<file path="config.mk">
export PLATFORM = sky130hd
export DESIGN_NAME = cantt_timers
export DESIGN_NICKNAME = d
export VERILOG_FILES = /design/src/rtl/cantt_pkg.sv /design/src/rtl/cantt_timers.sv
export VERILOG_INCLUDE_DIRS = /design/src /design/src/rtl
export SDC_FILE = /design/constraint.sdc
export NUM_CORES = 1
export LEC_CHECK = 0
export ABC_CLOCK_PERIOD_IN_PS = 2700
export BUFFER_PORTS_ARGS = -buffer_cell sky130_fd_sc_hd__buf_2
export CELL_PAD_IN_SITES_DETAIL_PLACEMENT = 1
export CELL_PAD_IN_SITES_GLOBAL_PLACEMENT = 2
export CORE_ASPECT_RATIO = 1.25
export CORE_MARGIN = 8
export CORE_UTILIZATION = 32
export DETAILED_ROUTE_END_ITERATION = 12
export PLACE_DENSITY_LB_ADDON = 0.1
export SYNTH_ARGS = -nofsm -noshare
export SYNTH_HDL_FRONTEND = slang
export SYNTH_SLANG_ARGS = --single-unit
</file>
<file path="constraint.sdc">
create_clock -name i_clk -period 2.7 [get_ports i_clk]
set_clock_uncertainty 0.2 [all_clocks]
set_input_delay 0.27 -clock i_clk [delete_from_list [all_inputs] [get_ports i_clk]]
set_output_delay 0.27 -clock i_clk [all_outputs]
set_load 0.1 [all_outputs]
</file>
<file path="src/rtl/cantt_params.svh">
// Register offsets, field positions, reset values and reload width of the CAN timer block
`ifndef CANTT_PARAMS_SVH
`define CANTT_PARAMS_SVH
`define CANTT_OFF_RXTO 12'h000
`define CANTT_OFF_TTA 12'h004
`define CANTT_OFF_TTB 12'h008
`define CANTT_OFF_TTC 12'h00c
`define CANTT_OFF_CCR 12'h010
`define CANTT_OFF_IE 12'h014
`define CANTT_OFF_STAT 12'h018
`define CANTT_RELOAD_W 16
`define CANTT_RUN_BIT 31
`define CANTT_TIMEOUT_IRQ_ENABLE_BIT 30
`define CANTT_TE_BIT 29
`define CANTT_IE_FIFO0_NEW_FRAME_IRQ_EN 0
`define CANTT_IE_FIFO1_NEW_FRAME_IRQ_EN 1
`define CANTT_IE_DEDICATED_BUF_IRQ_EN 2
`define CANTT_CCR_SRC_BIT 8
`define CANTT_RST_WORD 32'h0000_0000
`endif

</file>
<file path="src/rtl/cantt_pkg.sv">
// Types shared by the CAN timer block
package cantt_pkg;
    typedef logic [15:0] cantt_cnt_t;
    typedef enum logic [1:0] {
        CANTT_IDLE = 2'b01,
        CANTT_RUN = 2'b10
    } cantt_tt_e;
    typedef struct packed {
        cantt_cnt_t rxto_reload;
        logic rxto_ie;
        logic rxto_flag;
        cantt_cnt_t rxto_cnt;
        cantt_cnt_t [2:0] tt_reload;
        cantt_cnt_t [2:0] tt_cnt;
        cantt_tt_e [2:0] tt_st;
        logic [2:0] tt_trig;
        logic [8:0] ccr;
        logic [7:0] pre_cnt;
        logic [2:0] irq_en;
        logic rx_irq;
        logic pready;
        logic [31:0] prdata;
        logic pslverr;
    } cantt_state_s;
endpackage : cantt_pkg

</file>
<file path="src/rtl/cantt_timers.sv">
// CAN receive-timeout timer and three transmit trigger timers behind APB
//
// Contract
// - Receive timeout is enabled whenever its reload field is non-zero.
// - Timeout interrupt request is raised only with timeout interrupt enable set.
// - Timeout fires spuriously after stores whose new-frame interrupt enable is clear.
// - Each trigger timer register holds the reload count of its timer.
// - Shared clock-control register selects trigger timer source and prescaler.
// - Writing a reload with the run bit set starts the trigger timer.
// - Trigger timer counts one step past reload before triggering transmission.
// - Receive buffer writes only DLC bytes; other bytes keep old values.
`timescale 1ns/1ps
`default_nettype none
`include "cantt_params.svh"
module cantt_timers
    import cantt_pkg::*;
(
    input wire logic i_clk,
    input wire logic i_rst_b,
    input wire logic i_psel,
    input wire logic i_penable,
    input wire logic i_pwrite,
    input wire logic [11:0] i_paddr,
    input wire logic [31:0] i_pwdata,
    input wire logic i_ext_tick,
    input wire logic i_rx_store,
    input wire logic [1:0] i_rx_target,
    input wire logic [3:0] i_rx_dlc,
    output logic o_pready,
    output logic [31:0] o_prdata,
    output logic o_pslverr,
    output logic [2:0] o_tx_trigger,
    output logic o_rx_timeout_irq,
    output logic o_rx_new_irq,
    output logic [7:0] o_rx_byte_we
);
    cantt_state_s s_q;
    cantt_state_s s_d;
    logic wr_acc;
    logic rd_acc;
    logic tick;
    logic stored_en;
    logic [7:0] byte_we_q;
    logic [3:0] nbytes;
    logic rxto_expire;
    logic irq_q;

    assign wr_acc = i_psel && i_penable && i_pwrite && !s_q.pready;
    assign rd_acc = i_psel && i_penable && !i_pwrite && !s_q.pready;
    // Timer tick: source select and prescaler from the clock-control register
    assign tick = (s_q.ccr[`CANTT_CCR_SRC_BIT] ? i_ext_tick : 1'b1) && (s_q.pre_cnt == 8'h00);
    // Storage kinds whose new-frame interrupt is enabled restart the timeout
    assign stored_en = i_rx_store && s_q.irq_en[i_rx_target[1:0] == 2'd3 ? 2'd2 : i_rx_target];
    // Expiry: counter at one on a tick with no enabled store to restart it
    assign rxto_expire = (s_q.rxto_reload != 16'h0000) && !stored_en && tick
                         && (s_q.rxto_cnt == 16'h0001);

    // Next-state logic for bus slave and timers
    always_comb begin
        s_d = s_q;
        s_d.pready = 1'b0;
        s_d.pslverr = 1'b0;
        s_d.tt_trig = 3'b000;
        s_d.rx_irq = 1'b0;
        if (s_q.ccr[`CANTT_CCR_SRC_BIT] ? i_ext_tick : 1'b1) begin
            s_d.pre_cnt = (s_q.pre_cnt == 8'h00) ? s_q.ccr[7:0] : s_q.pre_cnt - 8'h01;
        end
        // Receive timeout counting
        if (s_q.rxto_reload != 16'h0000) begin
            if (stored_en) begin
                s_d.rxto_cnt = s_q.rxto_reload;
            end else if (tick && s_q.rxto_cnt != 16'h0000) begin
                s_d.rxto_cnt = s_q.rxto_cnt - 16'h0001;
                if (rxto_expire) begin
                    s_d.rxto_flag = 1'b1;
                    s_d.rxto_cnt = s_q.rxto_reload;
                end
            end
        end
        if (i_rx_store && s_q.irq_en[i_rx_target[1:0] == 2'd3 ? 2'd2 : i_rx_target]) begin
            s_d.rx_irq = 1'b1;
        end
        // Trigger timers count reload+1 ticks, then trigger
        for (int k = 0; k < 3; k++) begin
            unique case (s_q.tt_st[k])
                CANTT_IDLE: begin
                end
                CANTT_RUN: begin
                    if (tick) begin
                        if (s_q.tt_cnt[k] == s_q.tt_reload[k]) begin
                            s_d.tt_trig[k] = 1'b1;
                            s_d.tt_cnt[k] = 16'h0000;
                        end else begin
                            s_d.tt_cnt[k] = s_q.tt_cnt[k] + 16'h0001;
                        end
                    end
                end
                default: s_d.tt_st[k] = CANTT_IDLE;
            endcase
        end
        // Register writes
        if (wr_acc) begin
            s_d.pready = 1'b1;
            unique case (i_paddr)
                `CANTT_OFF_RXTO: begin
                    s_d.rxto_reload = i_pwdata[`CANTT_RELOAD_W-1:0];
                    s_d.rxto_cnt = i_pwdata[`CANTT_RELOAD_W-1:0];
                    s_d.rxto_ie = i_pwdata[`CANTT_TIMEOUT_IRQ_ENABLE_BIT];
                end
                `CANTT_OFF_TTA, `CANTT_OFF_TTB, `CANTT_OFF_TTC: begin
                    s_d.tt_reload[i_paddr[3:2] - 2'd1] = i_pwdata[`CANTT_RELOAD_W-1:0];
                    s_d.tt_cnt[i_paddr[3:2] - 2'd1] = 16'h0000;
                    s_d.tt_st[i_paddr[3:2] - 2'd1] = i_pwdata[`CANTT_RUN_BIT] ? CANTT_RUN : CANTT_IDLE;
                end
                `CANTT_OFF_CCR: s_d.ccr = i_pwdata[8:0];
                `CANTT_OFF_IE: s_d.irq_en = i_pwdata[2:0];
                `CANTT_OFF_STAT: begin
                    // Clear by writing one; a timeout in the same cycle wins
                    if (i_pwdata[`CANTT_TE_BIT] && !rxto_expire) begin
                        s_d.rxto_flag = 1'b0;
                    end
                end
                default: s_d.pslverr = 1'b1;
            endcase
        end
        // Register reads
        if (rd_acc) begin
            s_d.pready = 1'b1;
            s_d.prdata = `CANTT_RST_WORD;
            unique case (i_paddr)
                `CANTT_OFF_RXTO: s_d.prdata = {1'b0, s_q.rxto_ie, s_q.rxto_flag, 13'h0000, s_q.rxto_reload};
                `CANTT_OFF_TTA, `CANTT_OFF_TTB, `CANTT_OFF_TTC:
                    s_d.prdata = {s_q.tt_st[i_paddr[3:2] - 2'd1] == CANTT_RUN, 15'h0000,
                                  s_q.tt_reload[i_paddr[3:2] - 2'd1]};
                `CANTT_OFF_CCR: s_d.prdata = {23'h000000, s_q.ccr};
                `CANTT_OFF_IE: s_d.prdata = {29'h00000000, s_q.irq_en};
                `CANTT_OFF_STAT: s_d.prdata = {2'b00, s_q.rxto_flag, 26'h0000000, s_q.tt_st[2] == CANTT_RUN,
                                               s_q.tt_st[1] == CANTT_RUN, s_q.tt_st[0] == CANTT_RUN};
                default: s_d.pslverr = 1'b1;
            endcase
        end
    end

    // State register with synchronous reset
    always_ff @(posedge i_clk) begin
        if (!i_rst_b) begin
            s_q <= '{rxto_reload: 16'h0000, rxto_ie: 1'b0, rxto_flag: 1'b0, rxto_cnt: 16'h0000,
                     tt_reload: '0, tt_cnt: '0, tt_st: '{CANTT_IDLE, CANTT_IDLE, CANTT_IDLE}, tt_trig: 3'b000,
                     ccr: 9'h000, pre_cnt: 8'h00, irq_en: 3'b000, rx_irq: 1'b0,
                     pready: 1'b0, prdata: 32'h0000_0000, pslverr: 1'b0};
            byte_we_q <= 8'h00;
            irq_q <= 1'b0;
        end else begin
            s_q <= s_d;
            // Interrupt level taken from the next state so the pin comes straight from a flop
            irq_q <= s_d.rxto_flag && s_d.rxto_ie;
            byte_we_q <= i_rx_store ? ((8'h01 << nbytes) - 8'h01) | {8{nbytes[3]}} : 8'h00;
        end
    end

    // Byte count from DLC, capped at eight data bytes
    assign nbytes = (i_rx_dlc > 4'd8) ? 4'd8 : i_rx_dlc;

    assign o_pready = s_q.pready;
    assign o_prdata = s_q.prdata;
    assign o_pslverr = s_q.pslverr;
    assign o_tx_trigger = s_q.tt_trig;
    assign o_rx_timeout_irq = irq_q;
    assign o_rx_new_irq = s_q.rx_irq;
    assign o_rx_byte_we = byte_we_q;

    // Checks on the timeout path, the trigger timers and the receive byte mask
    a_timeout_gated: assert property (@(posedge i_clk) disable iff (!i_rst_b)
        o_rx_timeout_irq == (s_q.rxto_flag && s_q.rxto_ie)) else $error("timeout irq without enable");
    a_timeout_off: assert property (@(posedge i_clk) disable iff (!i_rst_b)
        (s_q.rxto_reload == 16'h0000 && !wr_acc) |=> $stable(s_q.rxto_flag) || !s_q.rxto_flag)
        else $error("timeout flag set while disabled");
    a_restart_reload: assert property (@(posedge i_clk) disable iff (!i_rst_b)
        (stored_en && s_q.rxto_reload != 16'h0000 && !wr_acc) |=> s_q.rxto_cnt == $past(s_q.rxto_reload))
        else $error("timeout not restarted");
    a_start_run: assert property (@(posedge i_clk) disable iff (!i_rst_b)
        (wr_acc && i_paddr == `CANTT_OFF_TTA && i_pwdata[`CANTT_RUN_BIT]) |=> s_q.tt_st[0] == CANTT_RUN)
        else $error("trigger timer not started");
    a_trig_at_reload: assert property (@(posedge i_clk) disable iff (!i_rst_b)
        s_q.tt_trig[0] |-> $past(s_q.tt_cnt[0]) == $past(s_q.tt_reload[0]))
        else $error("trigger before reload+1 steps");
    a_reload_held: assert property (@(posedge i_clk) disable iff (!i_rst_b)
        !wr_acc |=> $stable(s_q.tt_reload)) else $error("reload changed without write");
    a_prescale_gap: assert property (@(posedge i_clk) disable iff (!i_rst_b)
        (tick && !s_q.ccr[`CANTT_CCR_SRC_BIT] && s_q.ccr[7:0] == 8'h01 && !wr_acc) |=> !tick)
        else $error("prescaler ignored");
    a_byte_mask: assert property (@(posedge i_clk) disable iff (!i_rst_b)
        (i_rx_store && i_rx_dlc == 4'd2) |=> o_rx_byte_we == 8'h03) else $error("wrong byte mask");
    a_spurious: assert property (@(posedge i_clk) disable iff (!i_rst_b)
        (i_rx_store && !stored_en) |=> $stable(s_q.rx_irq) || !s_q.rx_irq)
        else $error("irq on masked store");

    // Expiry sets the flag and beats a clear in the same cycle; a lone clear empties it
    a_expire_flag: assert property (@(posedge i_clk) disable iff (!i_rst_b)
        rxto_expire |=> s_q.rxto_flag) else $error("timeout flag not set on expiry");
    a_expire_reload: assert property (@(posedge i_clk) disable iff (!i_rst_b)
        (rxto_expire && !wr_acc) |=> s_q.rxto_cnt == $past(s_q.rxto_reload))
        else $error("timeout not reloaded on expiry");
    a_flag_clear: assert property (@(posedge i_clk) disable iff (!i_rst_b)
        (wr_acc && i_paddr == `CANTT_OFF_STAT && i_pwdata[`CANTT_TE_BIT] && !rxto_expire) |=> !s_q.rxto_flag)
        else $error("timeout flag not cleared");
    a_stop_run: assert property (@(posedge i_clk) disable iff (!i_rst_b)
        (wr_acc && i_paddr == `CANTT_OFF_TTA && !i_pwdata[`CANTT_RUN_BIT]) |=> s_q.tt_st[0] == CANTT_IDLE)
        else $error("trigger timer not stopped");
    a_ext_idle: assert property (@(posedge i_clk) disable iff (!i_rst_b)
        (s_q.ccr[`CANTT_CCR_SRC_BIT] && !i_ext_tick) |-> !tick) else $error("tick without external source");
    a_new_frame: assert property (@(posedge i_clk) disable iff (!i_rst_b)
        (i_rx_store && stored_en) |=> o_rx_new_irq) else $error("new frame irq missing");
    a_byte_mask_full: assert property (@(posedge i_clk) disable iff (!i_rst_b)
        (i_rx_store && i_rx_dlc > 4'd8) |=> o_rx_byte_we == 8'hff) else $error("long frame mask wrong");

    // Main scenarios to be reached
    c_timeout: cover property (@(posedge i_clk) o_rx_timeout_irq);
    c_trigger: cover property (@(posedge i_clk) |o_tx_trigger);
    c_store: cover property (@(posedge i_clk) i_rx_store && stored_en);
    c_set_wins: cover property (@(posedge i_clk) rxto_expire && wr_acc && i_paddr == `CANTT_OFF_STAT);
    c_ext_tick: cover property (@(posedge i_clk) tick && s_q.ccr[`CANTT_CCR_SRC_BIT]);
endmodule : cantt_timers
`default_nettype wire

</file>
## Word level (Yosys, flattened, before mapping)

Cells that the tools add are included.

| storage, ports and cells | value |
|---|---|
| logic and storage cells | 143 |
| bits in registers | 203 |
| output and inout bits | 47 |
| input port bits | 57 |

| cells by class | value |
|---|---|
| reductions and logical operators | 35 |
| equality and inequality tests | 18 |
| shifts and indexed selects | 1 |
| $add $sub $neg | 7 |
| bitwise operators | 3 |
| mux-type cells | 50 |
| order comparisons | 4 |

Operators with widths:

| kind | number |
|---|---|
| $mux 16 | 13 |
| $pmux 32 s5 | 1 |
| $mux 120 | 1 |
| $mux 102 | 1 |
| $mux 17 | 3 |
| $add 16x1->16 const B | 3 |
| $and 48x48->48 | 1 |
| $bwmux 48 | 1 |
| $eq 16x16->1 | 3 |
| $not 48->48 | 1 |
| $eq 12x5->1 const B | 3 |
| $mux 34 | 1 |
| $bmux 16 s2 | 1 |
| $demux 16 s2 | 1 |
| $reduce_bool 16->1 | 2 |
| $eq 12x4->1 const B | 2 |
| $eq 16x1->1 const B | 1 |
| $sub 16x1->16 const B | 1 |
| $sub 8x1->8 const B | 2 |
| $logic_and 1x1->1 | 14 |
| $mux 1 | 14 |
| $mux 2 | 7 |
| $eq 12x3->1 const B | 1 |
| $logic_not 12->1 | 1 |
| 21 further kinds | 39 |

## Depth between registers and ports, before layout

Gate-level depths: netlist of run 1.

| depth | value |
|---|---|
| word-level depth | 17 |
| gate-level depth with buffers | 11 |
| mapped depth without buffers | 8 |

## Worst setup path after synthesis of run 1

No wires, ideal clock.

| path | value |
|---|---|
| path type | register to register |
| start point | register s_q, in the netlist o_pready |
| end point | register s_q[172] (netlist bit) |
| setup time | 125 ps |
| arrival time | 2446 ps |
| data required time | 2375 ps |
| path buffers | 2 |
| clock period less this slack | 2770 ps |
| setup slack | -70 ps |
| cell stages (with the launch flop) | 9 |
| cell sequence | dfxtp_1 and3b_1 and2_1 clkbuf_1 and2_1 clkbuf_1 or4_1 o2111ai_1 a31oi_1 |

| on the way | value |
|---|---|
| longest elaborated chain between the ends | 3 |

Ends and longest elaborated chain:

| what | RTL line | text |
|---|---|---|
| start, declared | cantt_timers.sv:37 | `cantt_state_s s_q;` |
| start signal, assigned | cantt_timers.sv:147 | `s_q <= '{rxto_reload: 16'h0000, rxto_ie: 1'b0, rxto_flag: 1'b0, rxto_cnt: 16'h0000,` |
| $logic_not 1->1 | cantt_timers.sv:48 | `assign wr_acc = i_psel && i_penable && i_pwrite && !s_q.pready;` |
| $logic_and 1x1->1 | cantt_timers.sv:48 |  |
| $mux 120 | cantt_timers.sv:102 | `if (wr_acc) begin` |

No other way between the ends.
A chain may end at the register's enable or synchronous reset.

## Final worst setup path of run 1

| path | value |
|---|---|
| start point | register s_q[38] (netlist bit) |
| end point | register s_q[71] (netlist bit) |

| on the way | value |
|---|---|
| longest elaborated chain between the ends | 7 |

Ends and longest elaborated chain:

| what | RTL line | text |
|---|---|---|
| $logic_not 8->1 (*) | cantt_timers.sv:51 | `` assign tick = (s_q.ccr[`CANTT_CCR_SRC_BIT] ? i_ext_tick : 1'b1) && (s_q.pre_cnt == 8'h00); `` |
| $logic_and 1x1->1 (*) | cantt_timers.sv:51 |  |
| $mux 16 (*) | cantt_timers.sv:89 | `if (tick) begin` |
| $mux 16 (*) | cantt_timers.sv:85 | `unique case (s_q.tt_st[k])` |
| $and 48x48->48 (no source line) | n/a |  |
| $mux 102 | cantt_timers.sv:104 | `unique case (i_paddr)` |
| $mux 120 (*) | cantt_timers.sv:102 |  |

Mark *: on every way between the ends. The rest lies on a longest branch, timed or not.

==> results of run 1 <==
==> logic make-up after synthesis <==
kind of cell | after synthesis | share of synthesized area
other | 1 | 0.000391
AO/OA/AOI/OAI | 230 | 0.147
multiplexers | 24 | 0.0252
XOR/XNOR | 95 | 0.0868
buffers and inverters | 107 | 0.0577
adder cells (fa/ha/maj) | 15 | 0.0196
AND/OR/NAND/NOR | 528 | 0.266
flip-flops | 190 | 0.397
==> worst paths after layout <==
path,slack (ps),endpoint
min reg2reg,260,o_prdata[31]
min,-1,o_rx_new_irq
max,20,s_q[71]
max reg2reg,20,s_q[71]
==> worst min-delay path, delay by kind of cell <==
family,cells,cell delay (ps)
compound gates,1,140
buf+inv,1,100
simple gates,1,90
==> power groups by stage <==
stage	Clock (W)	Combinational, W	Sequential [W]
2_1_floorplan	0	0.000752	0.00303
4_1_cts	0.00279	0.00157	0.00291
3_5_place_dp	0	0.00140	0.00297
6_report	0.00270	0.00160	0.00291
3_3_place_gp	0	0.00139	0.00296
5_1_grt	0.00288	0.00172	0.00292
==> cells in the final DEF (no fill, tap or decap), drive strengths merged, types with 4 or more instances in the layout <==
cell           n
nand2        216
dfxtp        190
buf          187
a21oi        113
nor2         107
xnor2         75
nand3         49
o21ai         43
nor3          33
nand4         32
nor4          24
mux2i         23
clkbuf        23
dlygate4sd3   21
xor2          20
inv           17
ha            15
conb          13
a221oi        12
nand2b        10
and3          10
a222oi         9
or3            9
and4           8
nor2b          7
a31oi          7
o211ai         7
o211a          5
o31ai          5
or4            5
and2           4
nor3b          4
clkinv         4
==> layout make-up <==
class | count | share of cell area
flip-flops and latches | 190 | 0.315
clock inverters | 8 | 0.0109
clock buffers | 23 | 0.0403
well taps | 401 | 0.0415
inverters | 18 | 0.00569
repair buffers | 208 | 0.128
multi-input cells | 905 | 0.459
==> per-layer routing <==
metal  vias to the layer above  routed length (um)
met1                      4444               15500
met3                        51                1020
met5                         -                   0
li1                       4447                   -
met4                         0                1370
met2                       144               19600
==> stage by stage <==
step | setup WS [ps] | util | area (sq um) | std cells | hold WS, ps
finish | 19.6 | 0.407 | 12100 | 1753 | -1.24
global route | -108 | 0.407 | 12100 | 1753 | 13.4
CTS | -50.0 | 0.401 | 11900 | 1750 | 1.58
detailed placement | -98.4 | 0.366 | 10900 | 1690 | 248
global placement | -65.6 | 0.366 | 10900 | 1690 | 240
floorplan | 78.5 | - | 9640 | 1202 | 187
==> timing repair <==
action | in CTS | in global routing
endpoints found under the hold margin | 59 | 0
pin swaps | 7 | 12
setup buffers | 8 | 5
setup endpoints to repair | 16 | 40
hold buffers | 21 | 0
resized for setup | 31 | 31
==> reports/results.tsv, run 1 <==
stage	metric	value	unit
pwr	internal power	0.00505	W
synth	most frequent cell after synthesis	nand2_1	
floorplanning	Starting Density	0.322	
timing	Max-slew headroom	0.633	
final_layout	diodes inserted	0	
floorplanning	full die area	0.0358	sq mm
clocking	# clock sinks	190	
drt	Via density	5.18	
pwr	leakage dissipation	4.53	nW
pwr	part of the power in combinational logic	0.222	
worst_hold_path	Hold Crit Start	i_rx_target[1]	
placement	global placer's final weighted congestion	0.888	
global_routing	met2 GRT Util	0.385	
critical_path	critical path depth	10	
drt	Wirelength per Cell	21.4	um
critical_path	reg2reg start	s_q[38]	
drt	Detail Route Antenna Nets	0	
global_routing	grt total ovfl	0	
critical_path	origin of the worst setup path	s_q[38]	
final_layout	nets@finish	1412	
timing	Max Freq	373	MHz
critical_path	startpoint type of the worst setup path	flop	
worst_hold_path	Worst Hold Path Cells	3	
floorplanning	# rows	71	
outcome	failing checks	negative hold slack	
critical_path	Crit path max-delay family	simple AND/OR/NAND/NOR gates	
timing	final hold violation count	1	
synth	Seq/Total Area, Yosys	0.397	
pwr	pwr dens	597	mW/mm^2
critical_path	FF-to-FF path depth	10	
global_routing	Tot GR Track Use	0.213	
global_routing	largest net degree at the start of global routing	107	
clocking	CTS tree	built	
synth	Post-synth top flop	dfxtp_1	
synth	post-synth top area share	0.397	
synth	syn_area_per_cell	8.06	sq um
critical_path	crit path max-delay cell type	or4b_4	
outcome	outcome	finished with violations	
synth	Post-synth ARST share	0	
critical_path	Most common cell on crit path	buf_6	
timing	Worst Tran Pin Value	549	ps
placement	post-DP HPWL	28.2	mm
pwr	total power	0.00722	W
final_layout	layout cells sized above 1	0.202	
final_layout	Seq. cell area	0.00381	sq mm
timing	setup tns final	0	ps
drt	First-pass DRT Iterations	5	
floorplanning	die width	171	um
drt	residual DRC count	0	
clocking	CTS Buffer Depth	2	
critical_path	slowest stage delay, CP	530	ps
synth	Syn Inst Count	1190	
floorplanning	die height	210	um
global_routing	routing usage on met3	0.0314	
critical_path	WP data arrival	2810	ps
flow_run	Max-Cap Viols	0	
pwr	VDD IR-drop max	0.000298	V
timing	WHS	-1.24	ps
synth	area leader, netlist	dfxtp_1	
global_routing	initial antenna violation count	0	
timing	Tcrit/Tclk final	0.993	
synth	EDFF count, synth	0	
global_routing	M1 GR Usage	0.245	
timing	final setup vio count	0	
synth	synth top area cells	dfxtp_1, nand2_1, xnor2_1, a21oi_1, nor2_1	
pwr	Net Sw Power	0.00216	W
global_routing	gr busiest metal	met2	
clocking	Num CTS Buffers	17	
synth	Yosys warnings	0	
worst_hold_path	HP Class	in2reg	
critical_path	crit path max fanout	4	
timing	final slew viol count	0	
drt	vias	9086	
pwr	Clk pwr share	0.374	
drt	Initial DRC Count	558	
critical_path	CP required	2830	ps
final_layout	Area Overhead vs Synth	26.2	%
synth	synth unique cells	68	
timing	RSZ-0062 raised after global routing	true	
final_layout	Fill cells	3645	
global_routing	first-pass GRT wire length	57.6	mm
floorplanning	core area	0.0298	sq mm
clocking	H-Tree Depth	4	
timing	post-layout min period	2680	ps
placement	Port Buffers	77	
synth	Synth Register Bits	190	
floorplanning	Boundary Pins	104	
critical_path	endpoint class of the critical path	flop	
global_routing	vias in the first global route	9672	
critical_path	worst path cell trace	inv_2 -> ha_4 -> or4b_4 -> buf_6 -> or4_4 -> nor3_4 -> buf_6 -> nand3_2 -> xor2_1 -> nor2_1	
clocking	later-pin clock latency in the skew report	430	ps
critical_path	Crit path buffers/inverters	3	
drt	Detailed Route WL	37.5	mm
clocking	Root Driver	clkbuf_16	
synth	Post-synth top cells	nand2_1, dfxtp_1, a21oi_1	
clocking	Worst-path clk slew	70	ps
final_layout	Multi-input gate area	0.00555	sq mm
critical_path	Critical Setup Path Class	reg2reg	
synth	synthesized cell area	0.00959	sq mm
pwr	sequential share of power	0.404	
pwr	switching share of total power	0.300	
No activity file was read; power rests on OpenSTA's default activity.
==> run 2: changes to the inputs <==
--- a/config.mk
+++ b/config.mk
@@ -12,7 +12,8 @@
 export CELL_PAD_IN_SITES_GLOBAL_PLACEMENT = 2
 export CORE_ASPECT_RATIO = 1.25
 export CORE_MARGIN = 8
-export CORE_UTILIZATION = 32
+export CORE_UTILIZATION = 33
+export CTS_BUF_LIST = sky130_fd_sc_hd__clkbuf_2
 export DETAILED_ROUTE_END_ITERATION = 12
 export PLACE_DENSITY_LB_ADDON = 0.1
 export SYNTH_ARGS = -nofsm -noshare
==> reports/results.tsv, run 2 (synthesis gave the netlist of run 1 again) <==
stage	metric	value	unit	change
timing	post-layout min period	2660	ps	-21.7 ps
timing	Tcrit/Tclk final	0.985		-0.00803
floorplanning	die height	207	um	-1.4%
pwr	pwr dens	509	mW/mm^2	-15%
pwr	part of the power in combinational logic	0.245		+0.023
final_layout	Final Util	0.408		+0.00132
critical_path	Critical Setup Path Class	reg2reg		
final_layout	nets@finish	1434		+1.6%
flow_run	Max-Cap Viols	0		unchanged
timing	WHS	94.1	ps	+95.4 ps
placement	global placer's final weighted congestion	0.852		-4.1%
clocking	CTS tree	built		
global_routing	Tot GR Track Use	0.212		-0.00180
critical_path	Crit path buffers/inverters	2		-1
timing	final slew viol count	0		unchanged
clocking	Root Driver	clkbuf_2		
timing	Max Freq	376	MHz	+0.82%
critical_path	slowest stage delay, CP	470	ps	-60 ps
pwr	Net Sw Power	0.00205	W	-5.5%
critical_path	WP data arrival	3200	ps	+390 ps
clocking	Worst-path clk slew	300	ps	+230 ps
drt	Wirelength per Cell	21.0	um	-1.7%
timing	Worst Tran Pin Value	670	ps	+121 ps
final_layout	layout cells sized above 1	0.177		-0.0245
drt	met3 routed WL	1.13	mm	+11%
global_routing	first-pass GRT wire length	56.2	mm	-2.3%
clocking	H-Tree Depth	4		unchanged
critical_path	startpoint type of the worst setup path	flop		
timing	RSZ-0062 raised after global routing	true		
floorplanning	Boundary Pins	104		unchanged
drt	met1 wire length	15.7	mm	+0.99%
placement	post-DP HPWL	27.0	mm	-4.3%
clocking	CTS Buffer Depth	2		unchanged
critical_path	Crit path max-delay family	simple AND/OR/NAND/NOR gates		
placement	Port Buffers	77		unchanged
final_layout	most common cell after layout, fill and taps aside	nand2_1		
pwr	leakage dissipation	4.37	nW	-3.4%
floorplanning	full die area	0.0348	sq mm	-2.8%
global_routing	vias in the first global route	9593		-0.82%
drt	Detailed Route WL	36.5	mm	-2.7%
floorplanning	Starting Density	0.332		+0.00956
global_routing	grt total ovfl	0		unchanged
timing	Max-slew headroom	0.549		-0.0841
global_routing	largest net degree at the start of global routing	107		unchanged
critical_path	crit path max fanout	6		+2
pwr	sequential share of power	0.490		+0.086
critical_path	CP required	3250	ps	+420 ps
critical_path	crit path max-delay cell type	or4_4		
critical_path	worst path cell trace	inv_2 -> ha_4 -> or4b_4 -> buf_8 -> or4_4 -> nor3_4 -> nand3_1 -> xor2_1 -> nor2_1		
pwr	internal power	0.00396	W	-22%
drt	Initial DRC Count	591		+5.9%
pwr	switching share of total power	0.341		+0.0409
clocking	Num CTS Buffers	17		unchanged
clocking	# clock sinks	190		unchanged
outcome	outcome	complete, no violations		
final_layout	Area Overhead vs Synth	22.9	%	
floorplanning	core area	0.0289	sq mm	-2.9%
pwr	VDD IR-drop max	0.000280	V	-6.0%
timing	final hold violation count	0		-1
drt	vias	9183		+1.1%
floorplanning	# rows	70		-1.4%
drt	Detail Route Antenna Nets	0		unchanged
drt	residual DRC count	0		unchanged
worst_hold_path	HP Class	in2reg		
drt	Top Layer Used	met4		
drt	met2 WL post-DR	18.8	mm	-4.0%
floorplanning	die width	168	um	-1.4%
clocking	later-pin clock latency in the skew report	820	ps	+390 ps
final_layout	commonest non-fill, non-tap cells in the layout	nand2_1, dfxtp_1, a21oi_1		
timing	final setup vio count	0		unchanged
pwr	Clk pwr share	0.265		-0.109
drt	First-pass DRT Iterations	5		unchanged
critical_path	endpoint class of the critical path	flop		
drt	Via density	5.29		+2.1%
global_routing	initial antenna violation count	1		+1
## run 2: stage by stage
| stage | TNS [ps] | cell area (sq um) | total power [W] | setup slack [ps] | std cells |
|---|---|---|---|---|---|
| global route | -289 | 11800 | 0.00628 | -98.8 | 1736 |
| finish | 0 | 11800 | 0.00600 | 41.3 | 1736 |
| floorplan | 0 | 9640 | 0.00378 | 78.5 | 1202 |
| CTS | -30.1 | 11600 | 0.00597 | -25.8 | 1730 |
| global placement | -4.54 | 10800 | 0.00426 | -4.54 | 1638 |
| detailed placement | -37.8 | 10800 | 0.00427 | -37.8 | 1638 |
## run 2: cell type report
type / instances / area, sq um
multi-input combinational: 905 / 5410
inverter: 18 / 68.8
clock inverter: 14 / 166
timing repair buffer: 230 / 1780
clock buffer: 18 / 90.1
sequential: 190 / 3820
tap: 360 / 450
antenna: 1 / 2.50
fill: 3532 / 17100
## run 2: power groups by stage
stage          clock (W)  sequential (W)  combinational (W)
2_1_floorplan          0         0.00303           0.000752
3_3_place_gp           0         0.00298            0.00129
3_5_place_dp           0         0.00298            0.00130
4_1_cts          0.00165         0.00294            0.00138
5_1_grt          0.00175         0.00295            0.00157
6_report         0.00159         0.00294            0.00147
## run 2: worst min-delay path, delay by kind of cell
kind | cells | cell delay [ps]
buffers and inverters | 2 | 300
AND/OR/NAND/NOR | 3 | 470
AO/OA/AOI/OAI | 1 | 60
## run 2: what timing repair did
item / CTS / global route
gates resized for setup: 7 / 27
pin swaps: 0 / 6
setup endpoints to repair: 5 / 40
endpoints found under the hold margin: 175 / 1
hold buffers: 60 / 1
setup buffers: 0 / 4
## run 2: per-layer routing
layer,vias up,GRT usage
li1,4487,-
met1,4531,0.246
met2,130,0.389
met3,35,0.0333
met4,0,0.0722
met5,-,0
## run 2: worst paths after layout
check	startpoint	end	slack, ps	depth (start not counted)
hold reg to reg	o_prdata[31]	o_prdata[31]	270	2
hold / removal	i_psel	s_q[54]	90	6
setup reg to reg	s_q[38]	s_q[79]	40	9
setup / recovery	s_q[38]	s_q[79]	40	9
==> run 3: changes to the inputs <==
--- a/config.mk
+++ b/config.mk
@@ -7,14 +7,14 @@
 export NUM_CORES = 1
 export LEC_CHECK = 0
 export ABC_CLOCK_PERIOD_IN_PS = 2700
-export BUFFER_PORTS_ARGS = -buffer_cell sky130_fd_sc_hd__buf_2
 export CELL_PAD_IN_SITES_DETAIL_PLACEMENT = 1
 export CELL_PAD_IN_SITES_GLOBAL_PLACEMENT = 2
 export CORE_ASPECT_RATIO = 1.25
 export CORE_MARGIN = 8
-export CORE_UTILIZATION = 33
+export CORE_UTILIZATION = 36
 export CTS_BUF_LIST = sky130_fd_sc_hd__clkbuf_2
 export DETAILED_ROUTE_END_ITERATION = 12
+export DONT_BUFFER_PORTS = 1
 export PLACE_DENSITY_LB_ADDON = 0.1
 export SYNTH_ARGS = -nofsm -noshare
 export SYNTH_HDL_FRONTEND = slang
==> constraint.sdc (replaced) <==
create_clock -name i_clk -period 2.7 [get_ports i_clk]
set_clock_uncertainty 0.2 [all_clocks]
set_input_delay 0.135 -clock i_clk [delete_from_list [all_inputs] [get_ports i_clk]]
set_output_delay 0.135 -clock i_clk [all_outputs]
set_load 0.1 [all_outputs]
==> reports/results.tsv, run 3 (synthesis gave the netlist of run 1 again) <==
stage	metric	value	unit	change
critical_path	internal reg-to-reg setup slack	40	ps	about the same
drt	Via density	5.46		+3.3%
pwr	VDD IR-drop max	0.000247	V	-12%
timing	final slew viol count	0		unchanged
clocking	CTS tree	built		
final_layout	most common cell after layout, fill and taps aside	nand2_1		
clocking	Worst-path clk slew	280	ps	-20 ps
worst_hold_path	HP Class	in2reg		
floorplanning	# rows	67		-4.3%
floorplanning	Starting Density	0.362		+0.0302
global_routing	largest net degree at the start of global routing	48		-55%
timing	RSZ-0062 raised after global routing	true		
timing	Worst Tran Pin Value	1100	ps	+433 ps
clocking	H-Tree Depth	4		unchanged
pwr	Clk pwr share	0.251		-0.014
worst_hold_path	hold endpoint	o_pslverr		
worst_hold_path	Worst Hold Path Cells	5		-1
pwr	leakage dissipation	4.32	nW	-1.1%
timing	post-layout min period	2690	ps	+28.8 ps
final_layout	fin area	0.0118	sq mm	+0.50%
pwr	Net Sw Power	0.00205	W	+0.11%
placement	post-DP HPWL	27.0	mm	-0.28%
final_layout	Seq. cell area	0.00381	sq mm	-0.13%
critical_path	WP data arrival	3280	ps	+80 ps
critical_path	reg2reg start	s_q[38]		
critical_path	startpoint type of the worst setup path	primary input		
clocking	CTS Buffer Depth	2		unchanged
timing	Max Freq	372	MHz	-1.1%
final_layout	Fill cells	3200		-9.4%
placement	Setup WS pre-CTS	-18.8	ps	+19.0 ps
drt	Initial DRC Count	520		-12%
clocking	# clock sinks	190		unchanged
clocking	Root Driver	clkbuf_2		
floorplanning	die width	162	um	-3.9%
timing	final hold violation count	0		unchanged
critical_path	crit path max fanout	25		+19
drt	residual DRC count	0		unchanged
floorplanning	die height	198	um	-3.9%
final_layout	Area Overhead vs Synth	23.6	%	
timing	Tcrit/Tclk final	0.995		+0.0106
global_routing	vias in the first global route	9597		+0.042%
pwr	part of the power in combinational logic	0.246		about the same
timing	Max-slew headroom	0.259		-0.290
global_routing	first-pass GRT wire length	56.5	mm	+0.45%
outcome	outcome	complete, no violations		
final_layout	Multi-input gate area	0.00543	sq mm	+0.32%
global_routing	Tot GR Track Use	0.230		+0.0185
drt	First-pass DRT Iterations	5		unchanged
worst_hold_path	Hold Crit Start	i_paddr[2]		
floorplanning	full die area	0.0321	sq mm	-7.6%
global_routing	initial antenna violation count	3		+2
critical_path	CP required	3290	ps	+40 ps
final_layout	commonest non-fill, non-tap cells in the layout	nand2_1, dfxtp_1, a21oi_1		
pwr	pwr dens	501	mW/mm^2	-1.5%
clocking	later-pin clock latency in the skew report	830	ps	about the same
floorplanning	Boundary Pins	104		unchanged
placement	Area after DPL	0.0104	sq mm	-3.0%
placement	Port Buffers	0		-100%
drt	Wirelength per Cell	21.8	um	+3.6%
placement	global placer's final weighted congestion	0.903		+6.0%
timing	final setup vio count	0		unchanged
flow_run	Max-Cap Viols	0		unchanged
critical_path	endpoint class of the critical path	flop		
pwr	sequential share of power	0.503		+0.013
pwr	switching share of total power	0.345		+0.00400
drt	vias	9269		+0.94%
drt	Detailed Route WL	36.9	mm	+1.3%
timing	Worst Setup Slack, final	12.6	ps	-28.8 ps
critical_path	Critical Setup Path Class	in2reg		
critical_path	worst reg2reg endpoint	s_q[75]		
global_routing	grt total ovfl	0		unchanged
pwr	internal power	0.00389	W	-1.7%
final_layout	layout cells sized above 1	0.136		-0.0410
floorplanning	core area	0.0265	sq mm	-8.3%
critical_path	FF-to-FF path depth	9		unchanged
drt	Detail Route Antenna Nets	0		unchanged
clocking	Num CTS Buffers	17		unchanged
final_layout	nets@finish	1408		-1.8%
run 3: worst max-delay path by stage:
| stage | start | cells after the start | endpoint |
|---|---|---|---|
| global route | s_q[38] | 9 | s_q[75] |
| floorplan | s_q[38] | 10 | s_q[75] |
| global placement | s_q[181] | 7 | s_q[169] |
| finish | i_rst_b | 7 | s_q[167] |
| detailed placement | s_q[38] | 9 | s_q[75] |
| CTS | s_q[181] | 6 | s_q[160] |
run 3: cell type report:
type,count,share of cell area
antenna,4,0.000845
sequential,190,0.322
clock buffer,18,0.00760
inverter,18,0.00581
tap,345,0.0364
multi-input combinational,905,0.458
clock inverter,13,0.0117
timing repair buffer,204,0.158
run 3: critical path, stage by stage:
cell           delay [ps]
dlygate4sd3_1         540
dlygate4sd3_1         640
buf_12                220
dlygate4sd3_1         870
o21ai_0               170
dlygate4sd3_1         600
a21oi_1               110
run 3: routing by layer:
metal / global-route usage / vias to the layer above / routed length [um]
li1: - / 4433 / -
met1: 0.263 / 4580 / 15200
met2: 0.425 / 200 / 19400
met3: 0.0346 / 56 / 1280
met4: 0.0842 / 0 / 1080
met5: 0 / - / 0
run 3: repair_timing:
item | in CTS | in global routing
resized for setup | 9 | 29
endpoints found under the setup margin | 7 | 42
setup buffers | 1 | 6
endpoints found under the hold margin | 190 | 8
pin swaps | 1 | 9
hold buffers | 93 | 3
run 3: power groups by stage:
| stage | Sequential, W | Combinational [W] | Clock, W |
|---|---|---|---|
| after global placement | 0.00303 | 0.00114 | 0 |
| after global routing | 0.00300 | 0.00155 | 0.00165 |
| final | 0.00299 | 0.00146 | 0.00149 |
| after detailed placement | 0.00303 | 0.00115 | 0 |
| after CTS | 0.00298 | 0.00138 | 0.00155 |
| after floorplan | 0.00303 | 0.000752 | 0 |
run 3: stage by stage:
step           setup TNS, ps   util  hold WS, ps  power [W]  std cells
6_report                   0  0.447         63.7    0.00594       1697
5_1_grt                 -391  0.447         5.01    0.00620       1696
4_1_cts                    0  0.439         2.08    0.00591       1686
3_5_place_dp           -18.8  0.394         37.6    0.00418       1561
3_3_place_gp               0  0.394         30.3    0.00416       1561
2_1_floorplan              0      -         52.4    0.00378       1202
